<file path="config.mk">
export PLATFORM = sky130hd
export DESIGN_NAME = uoi_intc
export DESIGN_NICKNAME = d
export VERILOG_FILES = /design/src/uoi_pkg.sv /design/src/uoi_intc.sv /design/src/uoi_hold_timer.sv
export SDC_FILE = /design/constraint.sdc
export NUM_CORES = 1
export LEC_CHECK = 0
export ABC_AREA = 1
export BUFFER_PORTS_ARGS = -buffer_cell sky130_fd_sc_hd__buf_2
export CORE_UTILIZATION = 40
export CTS_CLUSTER_DIAMETER = 60
export CTS_CLUSTER_SIZE = 30
export DETAILED_ROUTE_END_ITERATION = 6
export GPL_ROUTABILITY_DRIVEN = 1
export SLEW_MARGIN = 20
export SYNTH_ARGS = -nofsm -noshare
export SYNTH_HDL_FRONTEND = slang
export SYNTH_HIERARCHICAL = 1
export SYNTH_SLANG_ARGS = --single-unit
</file>
<file path="constraint.sdc">
create_clock -name pclk -period 1.95 [get_ports pclk]
set_input_delay 0.195 -clock pclk [delete_from_list [all_inputs] [get_ports pclk]]
set_output_delay 0.195 -clock pclk [all_outputs]
set_load 0.02 [all_outputs]
</file>
<file path="src/uoi_pkg.sv">
/*
  Package for the USB OTG interrupt flag block: register offsets, bit
  positions, masks, reset values, timing constants and carrier structs.
  Assumes a 100 MHz APB clock.
*/
package uoi_pkg;
  // Register byte offsets
  localparam logic [7:0] OFS_OTG_FLAGS = 8'h00;
  localparam logic [7:0] OFS_OTG_EN = 8'h04;
  localparam logic [7:0] OFS_USB_FLAGS = 8'h08;
  localparam logic [7:0] OFS_USB_EN = 8'h0c;
  localparam logic [7:0] OFS_ERR_EN = 8'h10;
  localparam logic [7:0] OFS_SOF_THR = 8'h14;
  // Field positions, OTG group
  localparam int B_ID_CHANGE = 7;
  localparam int B_MS_TIMER = 6;
  localparam int B_LINE_STABLE = 5;
  localparam int B_BUS_ACTIVITY = 4;
  localparam int B_SESS_VALID = 3;
  localparam int B_B_SESS_END = 2;
  localparam int B_A_VBUS_VALID = 0;
  // Field positions, main group
  localparam int B_STALL = 7;
  localparam int B_ATTACH = 6;
  localparam int B_RESUME = 5;
  localparam int B_IDLE = 4;
  localparam int B_TOKEN_DONE = 3;
  localparam int B_FRAME_START = 2;
  localparam int B_ERROR = 1;
  localparam int B_RESET_DETACH = 0;
  // Implemented-bit masks and reset value
  localparam logic [7:0] OTG_MASK = 8'hfd;
  localparam logic [7:0] USB_MASK_HOST = 8'hff;
  localparam logic [7:0] USB_MASK_DEV = 8'hbf;
  localparam logic [7:0] FLAG_RESET = 8'h00;
  // Timing
  localparam int CLK_PERIOD_NS = 10;
  localparam int MS_TIMER_NS = 1000000;
  localparam int LINE_STABLE_NS = 1000000;
  localparam int IDLE_NS = 3000000;
  localparam int K_HOLD_NS = 2500;
  localparam int ATTACH_NS = 2500;
  localparam int RESET_NS = 2500;
  localparam int CNT_W = 19;
  localparam logic [CNT_W-1:0] MS_CYC_DEF = CNT_W'(MS_TIMER_NS / CLK_PERIOD_NS);
  localparam logic [CNT_W-1:0] STABLE_CYC_DEF = CNT_W'((LINE_STABLE_NS + CLK_PERIOD_NS - 1) / CLK_PERIOD_NS);
  localparam logic [CNT_W-1:0] IDLE_CYC_DEF = CNT_W'((IDLE_NS + CLK_PERIOD_NS - 1) / CLK_PERIOD_NS);
  localparam logic [CNT_W-1:0] K_CYC = CNT_W'((K_HOLD_NS + CLK_PERIOD_NS - 1) / CLK_PERIOD_NS);
  localparam logic [CNT_W-1:0] ATTACH_CYC = CNT_W'((ATTACH_NS + CLK_PERIOD_NS - 1) / CLK_PERIOD_NS);
  localparam logic [CNT_W-1:0] RESET_CYC = CNT_W'((RESET_NS + CLK_PERIOD_NS - 1) / CLK_PERIOD_NS);

  // Sampled bus line and supply levels
  typedef struct packed {
    logic diff;
    logic se0;
    logic low_speed;
    logic id_pin;
    logic sess_valid;
    logic b_sess_end;
    logic a_vbus_valid;
  } uoi_line_t;

  // Transaction events from the serial engine
  typedef struct packed {
    logic stall_sent;
    logic token_done;
    logic sof_rx;
    logic [7:0] err;
    logic [7:0] frame_cnt;
  } uoi_sie_t;
endpackage

</file>
<file path="src/uoi_intc.sv">
/*
  USB OTG interrupt flag and enable block with APB register access.
  Line, supply and serial-engine events set write-one-to-clear flags.
  Assumes all inputs synchronous to pclk; serial-engine events are pulses.
*/
// Overview of operation
// - Flags stay set until one written there
// - Host mode: ID pin change sets flag
// - One-millisecond timer expiry sets its flag
// - Line state stable 1 ms, changed, sets
// - Any data-line or supply activity sets flag
// - Supply threshold crossings either direction set flags
// - OTG enables align with flags, bit1 absent
// - STALL handshake sent sets stall flag
// - K-state held 2.5 us sets resume
// - Idle state 3 ms sets idle
// - Token done sets; clearing advances status FIFO
// - Frame start: token received or threshold reached
// - Only enabled errors set error summary
// - Device reset 2.5 us sets, once per reset
// - Host attach: no SE0, quiet 2.5 us
// - Host detach sets, once per reset state
// - Main flag layout depends on host mode
// - Unimplemented bits read zero; all reset zero
// - J-state polarity follows bus speed
// - Host frame threshold is the sof_thr register value
`timescale 1ns/1ns
module uoi_intc #(
  parameter logic [uoi_pkg::CNT_W-1:0] MS_CYC = uoi_pkg::MS_CYC_DEF,
  parameter logic [uoi_pkg::CNT_W-1:0] STABLE_CYC = uoi_pkg::STABLE_CYC_DEF,
  parameter logic [uoi_pkg::CNT_W-1:0] IDLE_CYC = uoi_pkg::IDLE_CYC_DEF
) (
  input wire logic pclk,
  input wire logic presetn,
  input wire logic psel,
  input wire logic penable,
  input wire logic pwrite,
  input wire logic [7:0] paddr,
  input wire logic [31:0] pwdata,
  output logic [31:0] prdata,
  output logic pready,
  output logic pslverr,
  input wire logic host_mode,
  input wire uoi_pkg::uoi_line_t line_in,
  input wire uoi_pkg::uoi_sie_t sie_in,
  output logic usb_irq,
  output logic stat_advance
);
  import uoi_pkg::*;

  typedef struct packed {
    logic [7:0] otg_flags;
    logic [7:0] otg_en;
    logic [7:0] usb_flags;
    logic [7:0] usb_en;
    logic [7:0] err_en;
    logic [7:0] sof_thr;
    logic [31:0] rdata;
    logic ready;
    logic slverr;
    logic irq;
    logic stat_adv;
    logic id_prev;
    logic [2:0] vbus_prev;
    logic [1:0] line_prev;
    logic [1:0] line_stable;
    logic diff_prev;
    logic [7:0] frame_prev;
    logic [CNT_W-1:0] ms_cnt;
  } uoi_state_t;

  uoi_state_t s_q;
  uoi_state_t s_d;

  // W1C update: clear flags where the bus writes a one, then OR in new sets
  function automatic logic [7:0] w1c(input logic [7:0] flags, input logic [7:0] set,
                                     input logic wr, input logic [7:0] wd);
    w1c = (flags & ~(wr ? wd : 8'h00)) | set;
  endfunction

  function automatic logic map_hit(input logic [7:0] a);
    map_hit = (a == OFS_OTG_FLAGS) || (a == OFS_OTG_EN) || (a == OFS_USB_FLAGS) ||
              (a == OFS_USB_EN) || (a == OFS_ERR_EN) || (a == OFS_SOF_THR);
  endfunction

  logic j_now;
  logic k_now;
  logic [1:0] line_now;
  logic act_now;
  logic [7:0] usb_mask;
  logic [2:0] vbus_now;
  logic stable_fire;
  logic resume_fire;
  logic idle_fire;
  logic attach_fire;
  logic se0_fire;
  logic acc_done;
  logic [7:0] otg_set;
  logic [7:0] usb_set;

  // Line decode; J and K swap with speed
  always_comb
  begin
    j_now = !line_in.se0 && (line_in.low_speed ? !line_in.diff : line_in.diff);
    k_now = !line_in.se0 && (line_in.low_speed ? line_in.diff : !line_in.diff);
    line_now = {line_in.se0, j_now};
    vbus_now = {line_in.sess_valid, line_in.b_sess_end, line_in.a_vbus_valid};
    act_now = (line_in.diff != s_q.diff_prev) || (line_in.se0 != s_q.line_prev[1]) ||
              (vbus_now != s_q.vbus_prev);
    usb_mask = host_mode ? USB_MASK_HOST : USB_MASK_DEV;
    acc_done = psel && penable && s_q.ready;
  end

  // Hold timers for the timed line conditions
  uoi_hold_timer #(.LIMIT(STABLE_CYC)) u_stable (
    .pclk(pclk), .presetn(presetn), .cond(line_now == s_q.line_prev), .fire(stable_fire));
  uoi_hold_timer #(.LIMIT(K_CYC)) u_resume (
    .pclk(pclk), .presetn(presetn), .cond(k_now), .fire(resume_fire));
  uoi_hold_timer #(.LIMIT(IDLE_CYC)) u_idle (
    .pclk(pclk), .presetn(presetn), .cond(j_now), .fire(idle_fire));
  uoi_hold_timer #(.LIMIT(ATTACH_CYC)) u_attach (
    .pclk(pclk), .presetn(presetn), .cond(!line_in.se0 && !act_now), .fire(attach_fire));
  uoi_hold_timer #(.LIMIT(RESET_CYC)) u_se0 (
    .pclk(pclk), .presetn(presetn), .cond(line_in.se0), .fire(se0_fire));

  // Event sources for both flag groups
  always_comb
  begin
    otg_set = 8'h00;
    otg_set[B_ID_CHANGE] = host_mode && (line_in.id_pin != s_q.id_prev);
    otg_set[B_MS_TIMER] = s_q.ms_cnt == MS_CYC - CNT_W'(1);
    otg_set[B_LINE_STABLE] = stable_fire && (line_now != s_q.line_stable);
    otg_set[B_BUS_ACTIVITY] = act_now;
    otg_set[B_SESS_VALID] = vbus_now[2] != s_q.vbus_prev[2];
    otg_set[B_B_SESS_END] = vbus_now[1] != s_q.vbus_prev[1];
    otg_set[B_A_VBUS_VALID] = vbus_now[0] != s_q.vbus_prev[0];
    usb_set = 8'h00;
    usb_set[B_STALL] = sie_in.stall_sent;
    usb_set[B_ATTACH] = host_mode && attach_fire;
    usb_set[B_RESUME] = resume_fire;
    usb_set[B_IDLE] = idle_fire;
    usb_set[B_TOKEN_DONE] = sie_in.token_done;
    usb_set[B_FRAME_START] = host_mode ?
      (sie_in.frame_cnt == s_q.sof_thr) && (s_q.frame_prev != s_q.sof_thr) : sie_in.sof_rx;
    usb_set[B_ERROR] = |(sie_in.err & s_q.err_en);
    usb_set[B_RESET_DETACH] = se0_fire;
  end

  // Next state: bus access, flags, history and interrupt
  always_comb
  begin
    s_d = s_q;
    s_d.stat_adv = 1'b0;
    // Access phase: answer after one wait state
    s_d.ready = psel && penable && !s_q.ready;
    s_d.slverr = 1'b0;
    if (psel && penable && !s_q.ready)
    begin
      s_d.slverr = !map_hit(paddr);
      case (paddr)
        OFS_OTG_FLAGS: s_d.rdata = {24'h000000, s_q.otg_flags & OTG_MASK};
        OFS_OTG_EN: s_d.rdata = {24'h000000, s_q.otg_en & OTG_MASK};
        OFS_USB_FLAGS: s_d.rdata = {24'h000000, s_q.usb_flags & usb_mask};
        OFS_USB_EN: s_d.rdata = {24'h000000, s_q.usb_en & usb_mask};
        OFS_ERR_EN: s_d.rdata = {24'h000000, s_q.err_en};
        OFS_SOF_THR: s_d.rdata = {24'h000000, s_q.sof_thr};
        default: s_d.rdata = 32'h00000000;
      endcase
    end
    // Flags: set wins over a same-cycle clear
    s_d.otg_flags = w1c(s_q.otg_flags, otg_set,
      acc_done && pwrite && paddr == OFS_OTG_FLAGS, pwdata[7:0]) & OTG_MASK;
    s_d.usb_flags = w1c(s_q.usb_flags, usb_set,
      acc_done && pwrite && paddr == OFS_USB_FLAGS, pwdata[7:0] & usb_mask);
    // Clearing token done pops the transfer status FIFO
    s_d.stat_adv = acc_done && pwrite && paddr == OFS_USB_FLAGS &&
                   pwdata[B_TOKEN_DONE] && s_q.usb_flags[B_TOKEN_DONE];
    if (acc_done && pwrite)
    begin
      case (paddr)
        OFS_OTG_EN: s_d.otg_en = pwdata[7:0] & OTG_MASK;
        OFS_USB_EN: s_d.usb_en = pwdata[7:0];
        OFS_ERR_EN: s_d.err_en = pwdata[7:0];
        OFS_SOF_THR: s_d.sof_thr = pwdata[7:0];
        default: s_d.sof_thr = s_q.sof_thr;
      endcase
    end
    // Free-running millisecond timer
    s_d.ms_cnt = (s_q.ms_cnt == MS_CYC - CNT_W'(1)) ? '0 : s_q.ms_cnt + CNT_W'(1);
    if (stable_fire)
    begin
      s_d.line_stable = line_now;
    end
    s_d.id_prev = line_in.id_pin;
    s_d.vbus_prev = vbus_now;
    s_d.line_prev = line_now;
    s_d.diff_prev = line_in.diff;
    s_d.frame_prev = sie_in.frame_cnt;
    // Interrupt request from any enabled flag
    s_d.irq = |(s_q.otg_flags & s_q.otg_en & OTG_MASK) |
              |(s_q.usb_flags & s_q.usb_en & usb_mask);
  end

  always_ff @(posedge pclk or negedge presetn)
  begin
    if (!presetn)
      s_q <= '0;
    else
      s_q <= s_d;
  end

  assign prdata = s_q.rdata;
  assign pready = s_q.ready;
  assign pslverr = s_q.slverr;
  assign usb_irq = s_q.irq;
  assign stat_advance = s_q.stat_adv;
endmodule // uoi_intc

</file>
<file path="src/uoi_hold_timer.sv">
/*
  Hold timer: pulses once when a condition has held for LIMIT cycles.
  Assumes cond is synchronous to pclk.
*/
`timescale 1ns/1ns
module uoi_hold_timer #(
  parameter logic [uoi_pkg::CNT_W-1:0] LIMIT = uoi_pkg::K_CYC
) (
  input wire logic pclk,
  input wire logic presetn,
  input wire logic cond,
  output logic fire
);
  import uoi_pkg::*;

  typedef struct packed {
    logic [CNT_W-1:0] cnt;
    logic fire;
  } uoi_ht_state_t;

  uoi_ht_state_t s_q;
  uoi_ht_state_t s_d;

  // Count while held, saturate at LIMIT, restart when the condition drops
  always_comb
  begin
    s_d = s_q;
    s_d.fire = 1'b0;
    if (!cond)
    begin
      s_d.cnt = '0;
    end
    else if (s_q.cnt != LIMIT)
    begin
      s_d.cnt = s_q.cnt + CNT_W'(1);
      s_d.fire = (s_q.cnt + CNT_W'(1)) == LIMIT;
    end
  end

  always_ff @(posedge pclk or negedge presetn)
  begin
    if (!presetn)
      s_q <= '0;
    else
      s_q <= s_d;
  end

  assign fire = s_q.fire;
endmodule // uoi_hold_timer

</file>
==> results of run 1 <==
==> logic make-up after synthesis <==
family                     after synthesis  share of synthesized area
adders and majority gates               16                     0.0172
buffers and inverters                  254                     0.0951
muxes                                    1                   0.000965
other                                    1                   0.000321
DFF                                    194                      0.416
and+or+nand+nor                        906                      0.361
xor gates and xnor gates                63                     0.0473
AOI/OAI and AO/OA                      130                     0.0618
==> tightest hold or removal path, stage by stage <==
cell	delay (ns)
buf_2	0.12
nand2_1	0.06
nand2_1	0.05
==> flip-flops by register name, summed over array words and instances, names as in the netlist, 8 cells and up <==
name	count
s_q	82
u_resume/s_q	19
u_stable/s_q	19
u_attach/s_q	19
prdata	8
u_idle/s_q	19
u_se0/s_q	19
==> stage by stage <==
step | instance area (um^2) | setup WS (ns) | power (uW) | TNS, ns
3_3_place_gp | 12400 | 0.0889 | 4780 | 0
4_1_cts | 13200 | 0.132 | 8590 | 0
5_1_grt | 13200 | -0.0229 | 8800 | -0.0229
6_report | 13200 | 0.172 | 8460 | 0
2_1_floorplan | 11800 | 0.154 | 4550 | 0
3_5_place_dp | 12400 | 0.0838 | 4780 | 0
==> metal layers <==
| layer | vias to the layer above | global-route usage | part of all wire |
|---|---|---|---|
| met5 | - | 0 | 0 |
| met4 | 0 | 0.0479 | 0.0088 |
| met3 | 17 | 0.0295 | 0.037 |
| met2 | 206 | 0.317 | 0.48 |
| met1 | 4604 | 0.257 | 0.48 |
| li1 | 5083 | - | - |
==> cells in the mapped netlist, types with 7 or more instances <==
master and n:
nand2_1 402, nor2_1 234, inv_1 196, dfrtp_1 194, nand3_1 100, o21ai_0 59
nand4_1 55, xor2_1 40, a21oi_1 39, buf_4 33, nor2_4 27, xnor2_1 23
nand2_2 18, ha_1 16, nor3_1 15, inv_2 13, nor2_2 13, nand3_2 10
nand2_4 7, nand3b_1 7, o21ai_1 7, o21ai_2 7
==> power groups by stage <==
stage / logic (uW) / registers (uW) / clock network [uW]
2_1_floorplan: 355 / 4200 / 0
3_3_place_gp: 573 / 4200 / 0
3_5_place_dp: 577 / 4210 / 0
4_1_cts: 615 / 4130 / 3840
5_1_grt: 678 / 4140 / 3990
6_report: 605 / 4130 / 3730
==> repair_timing <==
item	in CTS	in global routing
gates resized for setup	0	3
hold endpoints to repair	136	0
hold buffers	22	0
endpoints found under the setup margin	0	2
==> worst min path at each step <==
stage,startpoint,endpoint,slack (ns),cells after the start
4_1_cts,sie_in[13],s_q[97],0.004,3
3_3_place_gp,presetn,s_q[13],0.12,1
6_report,host_mode,s_q[102],0.03,3
2_1_floorplan,presetn,prdata[0],-0.10,0
5_1_grt,sie_in[13],s_q[97],0.02,3
3_5_place_dp,presetn,s_q[8],0.12,1
==> final cells by class <==
type / count / share of cell area
clock buffers: 17 / 0.0322
well taps: 384 / 0.0363
multi-input cells: 1140 / 0.439
clock inverters: 15 / 0.0150
repair buffers: 96 / 0.0510
inverters: 210 / 0.0597
flip-flops and latches: 194 / 0.367
diodes: 1 / 0.000189
==> results.py, run 1 <==
metrics = {
    "run_status": {
        "run_status": "complete, no violations",
    },
    "global_route": {
        "largest_net_degree_at_the_start_of_global_routing": 80,
        "grt.overflow.total": 0,
        "global_route.usage.total": 0.190,
        "grt_pass1_vias": 9676,
        "global_route_wire_length_before_repair_mm": 46.6,
        "grt_antenna_before_repair": 1,
    },
    "drt": {
        "postRouteWirelength_mm": 27.3,
        "dr.pass1.iters": 7,
        "route.detailed.vias_per_inst": 4.82,
        "dr_vias": 9910,
        "ant_nets": 0,
        "routedWlPerCell_um": 13.3,
        "initial_drc_count": 752,
        "drcViolationCount": 0,
    },
    "floorplan": {
        "dieHeight_um": 173,
        "initial_core_util": 0.406,
        "core_um2": 28700,
        "floorplan.io_pins": 108,
        "fp.dieArea_um2": 29900,
        "chipWidth_um": 173,
        "std_cell_rows": 62,
    },
    "sta": {
        "min_period_ns": 1.78,
        "fmax_ghz": 0.562,
        "layout_worst_path_cycle_share": 0.912,
        "setup_viol": 0,
        "fin_worst_hold_slack_ns": 0.0303,
        "max_slew_violation_total_from_the_final_report": 0,
        "worst_clock_skew_ns": 0.00769,
        "report.final.hold_viol_count": 0,
    },
    "power": {
        "worst_ir_drop_vdd_uv": 594,
        "power.static_leakage_uw": 0.00607,
        "power_per_standard_cell_area_nw_per_um2": 639,
        "switching_share": 0.250,
        "combPwrFrac": 0.072,
        "total_switching_power_uw": 2120,
        "share_of_total_power_in_the_clock_network": 0.440,
        "p_int_uw": 6340,
        "sequentialPowerShare": 0.488,
    },
    "synthesis": {
        "ys_types": 42,
        "postSynthRegisterBits": 194,
        "postSynth.asyncResetShare": 1.00,
        "synth.avg_cell_area_um2": 7.45,
        "synth-main-ff-cell": "dfrtp_1",
        "top_cell_type_by_total_area_after_synthesis": "dfrtp_1",
        "synthesis.area_um2": 11700,
        "yosysWarnings": 6,
        "synthCells": 1565,
        "synth_edf_count": 0,
        "synth.yosys.seq_area_share": 0.416,
        "synth.top_cell.area_share": 0.416,
        "synth.top_cells.by_area": "dfrtp_1 (42%), nand2_1 (13%), nor2_1 (7.5%)",
    },
    "placement": {
        "globalplace.congestion": 0.897,
        "hpwl_mm": 20.7,
        "port-buffer-count": 59,
        "place.detailed.instances": 2002,
    },
    "critical_path": {
        "crit_path_largest_cell_delay_ns": 0.53,
        "cell_with_the_largest_stage_delay_on_the_worst_path": "dlygate4sd3_1",
        "rrSetupSlack_ns": 0.20,
        "data_required_time_of_the_worst_path_ns": 2.31,
        "worst_path_dominant_cell_family": "simple AND/OR/NAND/NOR gates",
        "worstSetupStartpointType": "input pin",
        "r2r_start": "s_q[31]",
        "crit_path_end": "u_attach/fire",
        "worst_r2r_dst": "u_attach/fire",
        "critical_path_stages": 13,
        "crit_path_end_kind": "flip-flop",
        "timing.critical_path.buf_inv": 2,
        "setup.worst_path.start": "line_in[0]",
        "r2r_cells": 11,
        "cp_common_cell": "nor2_1",
        "worstSetupPathType": "input pin to flip-flop",
        "timing.critical_path.cells": "dlygate4sd3_1 -> buf_2 -> xnor2_1 -> nand3_1 -> nor3_2 -> nand2_1 -> nor2_1 -> nand2_1 -> nor2_1 -> nand3_1 -> nor2_1 -> nand3_1 -> nor2_1",
        "worst-path-max-fanout": 2,
        "timing.critical_path.arrival_ns": 2.14,
    },
    "clocking": {
        "cts_post_setup_buffers_inserted": 0,
        "clock-sinks": 194,
        "ctsLongestPathBuffers": 2,
        "clock_tree.root_cell": "clkbuf_16",
        "insertion_delay_ns": 0.43,
        "clock_tree.htree_level_count": 4,
        "tritoncts_clock_tree": "yes",
        "clk_transition_reported_paths_ns": 0.07,
        "cts_made_buffers": 17,
    },
    "finish": {
        "fillCellCount": 2849,
        "ff_latch_area_um2": 4850,
        "final_layout_size_suffix_gt1_frac": 0.130,
        "postLayoutCoreUtil": 0.461,
        "layoutNonFillerInstCount": 2057,
        "commonest_non_fill_non_tap_cell_in_the_layout": "nand2_1",
        "area_growth_syn_to_layout_pct": 13.4,
        "most-common-layout-cells": "nand2_1 (402), nor2_1 (234), inv_1 (196), dfrtp_1 (194), nand3_1 (100)",
        "finalNetCount": 1747,
        "area_used_by_multi_input_combinational_logic_um2": 5800,
    },
    "min_path": {
        "hp-class": "input pin to flip-flop",
    },
    "job": {
        "max_cap_violations": 0,
    },
}
No activity file was read; power rests on OpenSTA's default activity.
==> inputs of run 2 (changes only) <==
- PLACE_DENSITY: unset -> 0.61
==> run 2 against run 1 <==
Compared with the run above:
- first-iteration DRC count is 6.5% lower
- register-to-register slack hardly changed
- die area stayed put
- total power is 1.8% lower
- non-clock buffer count is 7 higher
- critical path depth is 1 higher
- sequential share of layout area is 0.056 points lower
- worst setup slack better by 0.0092 ns
==> results.py, run 2 (synthesized netlist as in run 1, its figures left out) <==
metrics = {
    "run_status": {
        "run_status": "complete, no violations",
    },
    "drt": {
        "dr.pass1.iters": 5,
        "wl_met1_mm": 12.9,
        "dr_vias": 9895,
        "highest-signal-layer": "met4",
        "drcViolationCount": 0,
        "routedWlPerCell_um": 13.3,
        "postRouteWirelength_mm": 27.4,
        "ant_nets": 0,
        "initial_drc_count": 703,
        "route.met2.wl_mm": 13.1,
        "dr_wl_met3_um": 845,
        "route.detailed.vias_per_inst": 4.80,
    },
    "sta": {
        "max_slew_violation_total_from_the_final_report": 0,
        "setup_viol": 0,
        "fmax_ghz": 0.565,
        "worstMarginPinSlew_ns": 0.500,
        "report.final.hold_viol_count": 0,
        "slew-limit-headroom": 0.666,
        "grt_setup_unrepaired": "false",
        "min_period_ns": 1.77,
        "setup_tns_ns": 0,
        "layout_worst_path_cycle_share": 0.907,
        "worst_clock_skew_ns": 0.0127,
        "fin_ws_ns": 0.181,
    },
    "clocking": {
        "clock_tree.htree_level_count": 4,
        "clock-sinks": 194,
        "ctsLongestPathBuffers": 2,
        "clk_transition_reported_paths_ns": 0.08,
        "clock_tree.root_cell": "clkbuf_16",
        "cts_post_setup_buffers_inserted": 0,
        "cts_made_buffers": 17,
        "tritoncts_clock_tree": "yes",
        "insertion_delay_ns": 0.45,
    },
    "global_route": {
        "global_route_wire_length_before_repair_mm": 46.9,
        "largest_net_degree_at_the_start_of_global_routing": 50,
        "grt_pass1_vias": 9704,
        "grt_antenna_before_repair": 0,
        "global_route.usage.total": 0.192,
        "grt.overflow.total": 0,
    },
    "floorplan": {
        "floorplan.io_pins": 108,
        "fp.dieArea_um2": 29900,
        "std_cell_rows": 62,
        "core_um2": 28700,
        "initial_core_util": 0.406,
        "dieHeight_um": 173,
        "chipWidth_um": 173,
    },
    "finish": {
        "fillCellCount": 2895,
        "final_layout_size_suffix_gt1_frac": 0.133,
        "antenna_cells": 0,
        "ff_latch_area_um2": 4850,
        "largest_register_ffs": 82,
        "layoutNonFillerInstCount": 2063,
        "postLayoutCoreUtil": 0.462,
        "commonest_non_fill_non_tap_cell_in_the_layout": "nand2_1",
        "area_growth_syn_to_layout_pct": 13.6,
        "most-common-layout-cells": "nand2_1 (402), nor2_1 (233), inv_1 (196), dfrtp_1 (194), nand3_1 (100)",
        "finalNetCount": 1754,
        "max_flop_register": "s_q",
        "area_used_by_multi_input_combinational_logic_um2": 5810,
    },
    "placement": {
        "globalplace.congestion": 0.922,
        "pre_cts_slack_ns": 0.170,
        "place.detailed.instances": 2010,
        "port-buffer-count": 59,
        "hpwl_mm": 20.9,
    },
    "power": {
        "worst_ir_drop_vdd_uv": 537,
        "power.static_leakage_uw": 0.00609,
        "share_of_total_power_in_the_clock_network": 0.428,
        "switching_share": 0.262,
        "p_total_uw": 8310,
        "sequentialPowerShare": 0.497,
        "combPwrFrac": 0.075,
        "p_int_uw": 6130,
        "total_switching_power_uw": 2180,
        "power_per_standard_cell_area_nw_per_um2": 627,
    },
    "critical_path": {
        "worst-path-max-fanout": 3,
        "cp_common_cell": "nor2_1",
        "data_required_time_of_the_worst_path_ns": 2.32,
        "worstSetupPathType": "input pin to flip-flop",
        "timing.critical_path.cells": "dlygate4sd3_1 -> xnor2_2 -> buf_4 -> nor2_4 -> xor2_1 -> nor2_1 -> nand2_1 -> inv_1 -> nand4_1 -> nor2_1 -> nand2_1 -> nor2_1 -> nand3_1 -> nor2_2",
        "crit_path_end_kind": "flip-flop",
        "cell_with_the_largest_stage_delay_on_the_worst_path": "dlygate4sd3_1",
        "worstSetupStartpointType": "input pin",
        "r2r_cells": 11,
        "crit_path_largest_cell_delay_ns": 0.63,
        "timing.critical_path.arrival_ns": 2.14,
    },
    "min_path": {
        "hp-class": "input pin to flip-flop",
        "timing.hold.worst_path_depth": 3,
    },
    "job": {
        "max_cap_violations": 0,
    },
}
==> run 2: cell count changes in the layout (fill, tap and decap cells not counted), sizes merged <==
| cell | change |
|---|---|
| bufinv | -2 |
| clkinvlp | -2 |
| clkbuf | +1 |
| inv | +3 |
| diode | -1 |
| buf | +7 |
==> run 2: timing repair <==
action | 4_1_cts | 5_1_grt
endpoints found under the hold margin | 60 | 0
resized for setup | 0 | 6
endpoints found under the setup margin | 0 | 9
hold buffers | 22 | 0
==> run 2: critical path, delay by kind of cell <==
family / cells / cell delay (ns)
and+or+nand+nor: 9 / 0.83
buffers and inverters: 3 / 0.84
xor gates and xnor gates: 2 / 0.27
==> run 2: metal layers <==
layer | global-route usage | vias to the layer above
met4 | 0.0671 | 0
met1 | 0.255 | 4586
li1 | - | 5100
met3 | 0.0262 | 32
met2 | 0.322 | 177
met5 | 0 | -
==> run 2: area by class of cell <==
| type | count | area share |
|---|---|---|
| inverters | 210 | 0.0596 |
| multi-input cells | 1140 | 0.439 |
| flip-flops and latches | 194 | 0.366 |
| well taps | 384 | 0.0363 |
| repair buffers | 103 | 0.0541 |
| clock inverters | 14 | 0.0125 |
| clock buffers | 18 | 0.0324 |
==> run 2: per-stage QoR <==
step / hold slack [ns] / area (um^2)
3_5_place_dp: 0.173 / 12400
3_3_place_gp: 0.166 / 12400
4_1_cts: 0.000256 / 13200
2_1_floorplan: -0.101 / 11800
6_report: 0.0210 / 13200
5_1_grt: 0.0225 / 13200
==> run 2: worst paths after layout <==
path                       slack [ns]       endpoint            start
max in group asynchronous        1.03        s_q[82]          presetn
min in group asynchronous        0.25        s_q[12]          presetn
setup reg to reg                 0.19  u_resume/fire  u_resume/s_q[2]
setup / recovery                 0.18  u_stable/fire       line_in[6]
hold reg to reg                  0.45       s_q[101]    u_resume/fire
hold / removal                   0.02        s_q[97]        sie_in[9]
==> run 2: power by group through the flow <==
| stage | clock network [uW] | logic [uW] | registers, uW |
|---|---|---|---|
| after floorplan | 0 | 355 | 4200 |
| after global placement | 0 | 588 | 4200 |
| after detailed placement | 0 | 594 | 4200 |
| after CTS | 3690 | 631 | 4120 |
| after global routing | 3820 | 699 | 4130 |
| final | 3560 | 623 | 4120 |
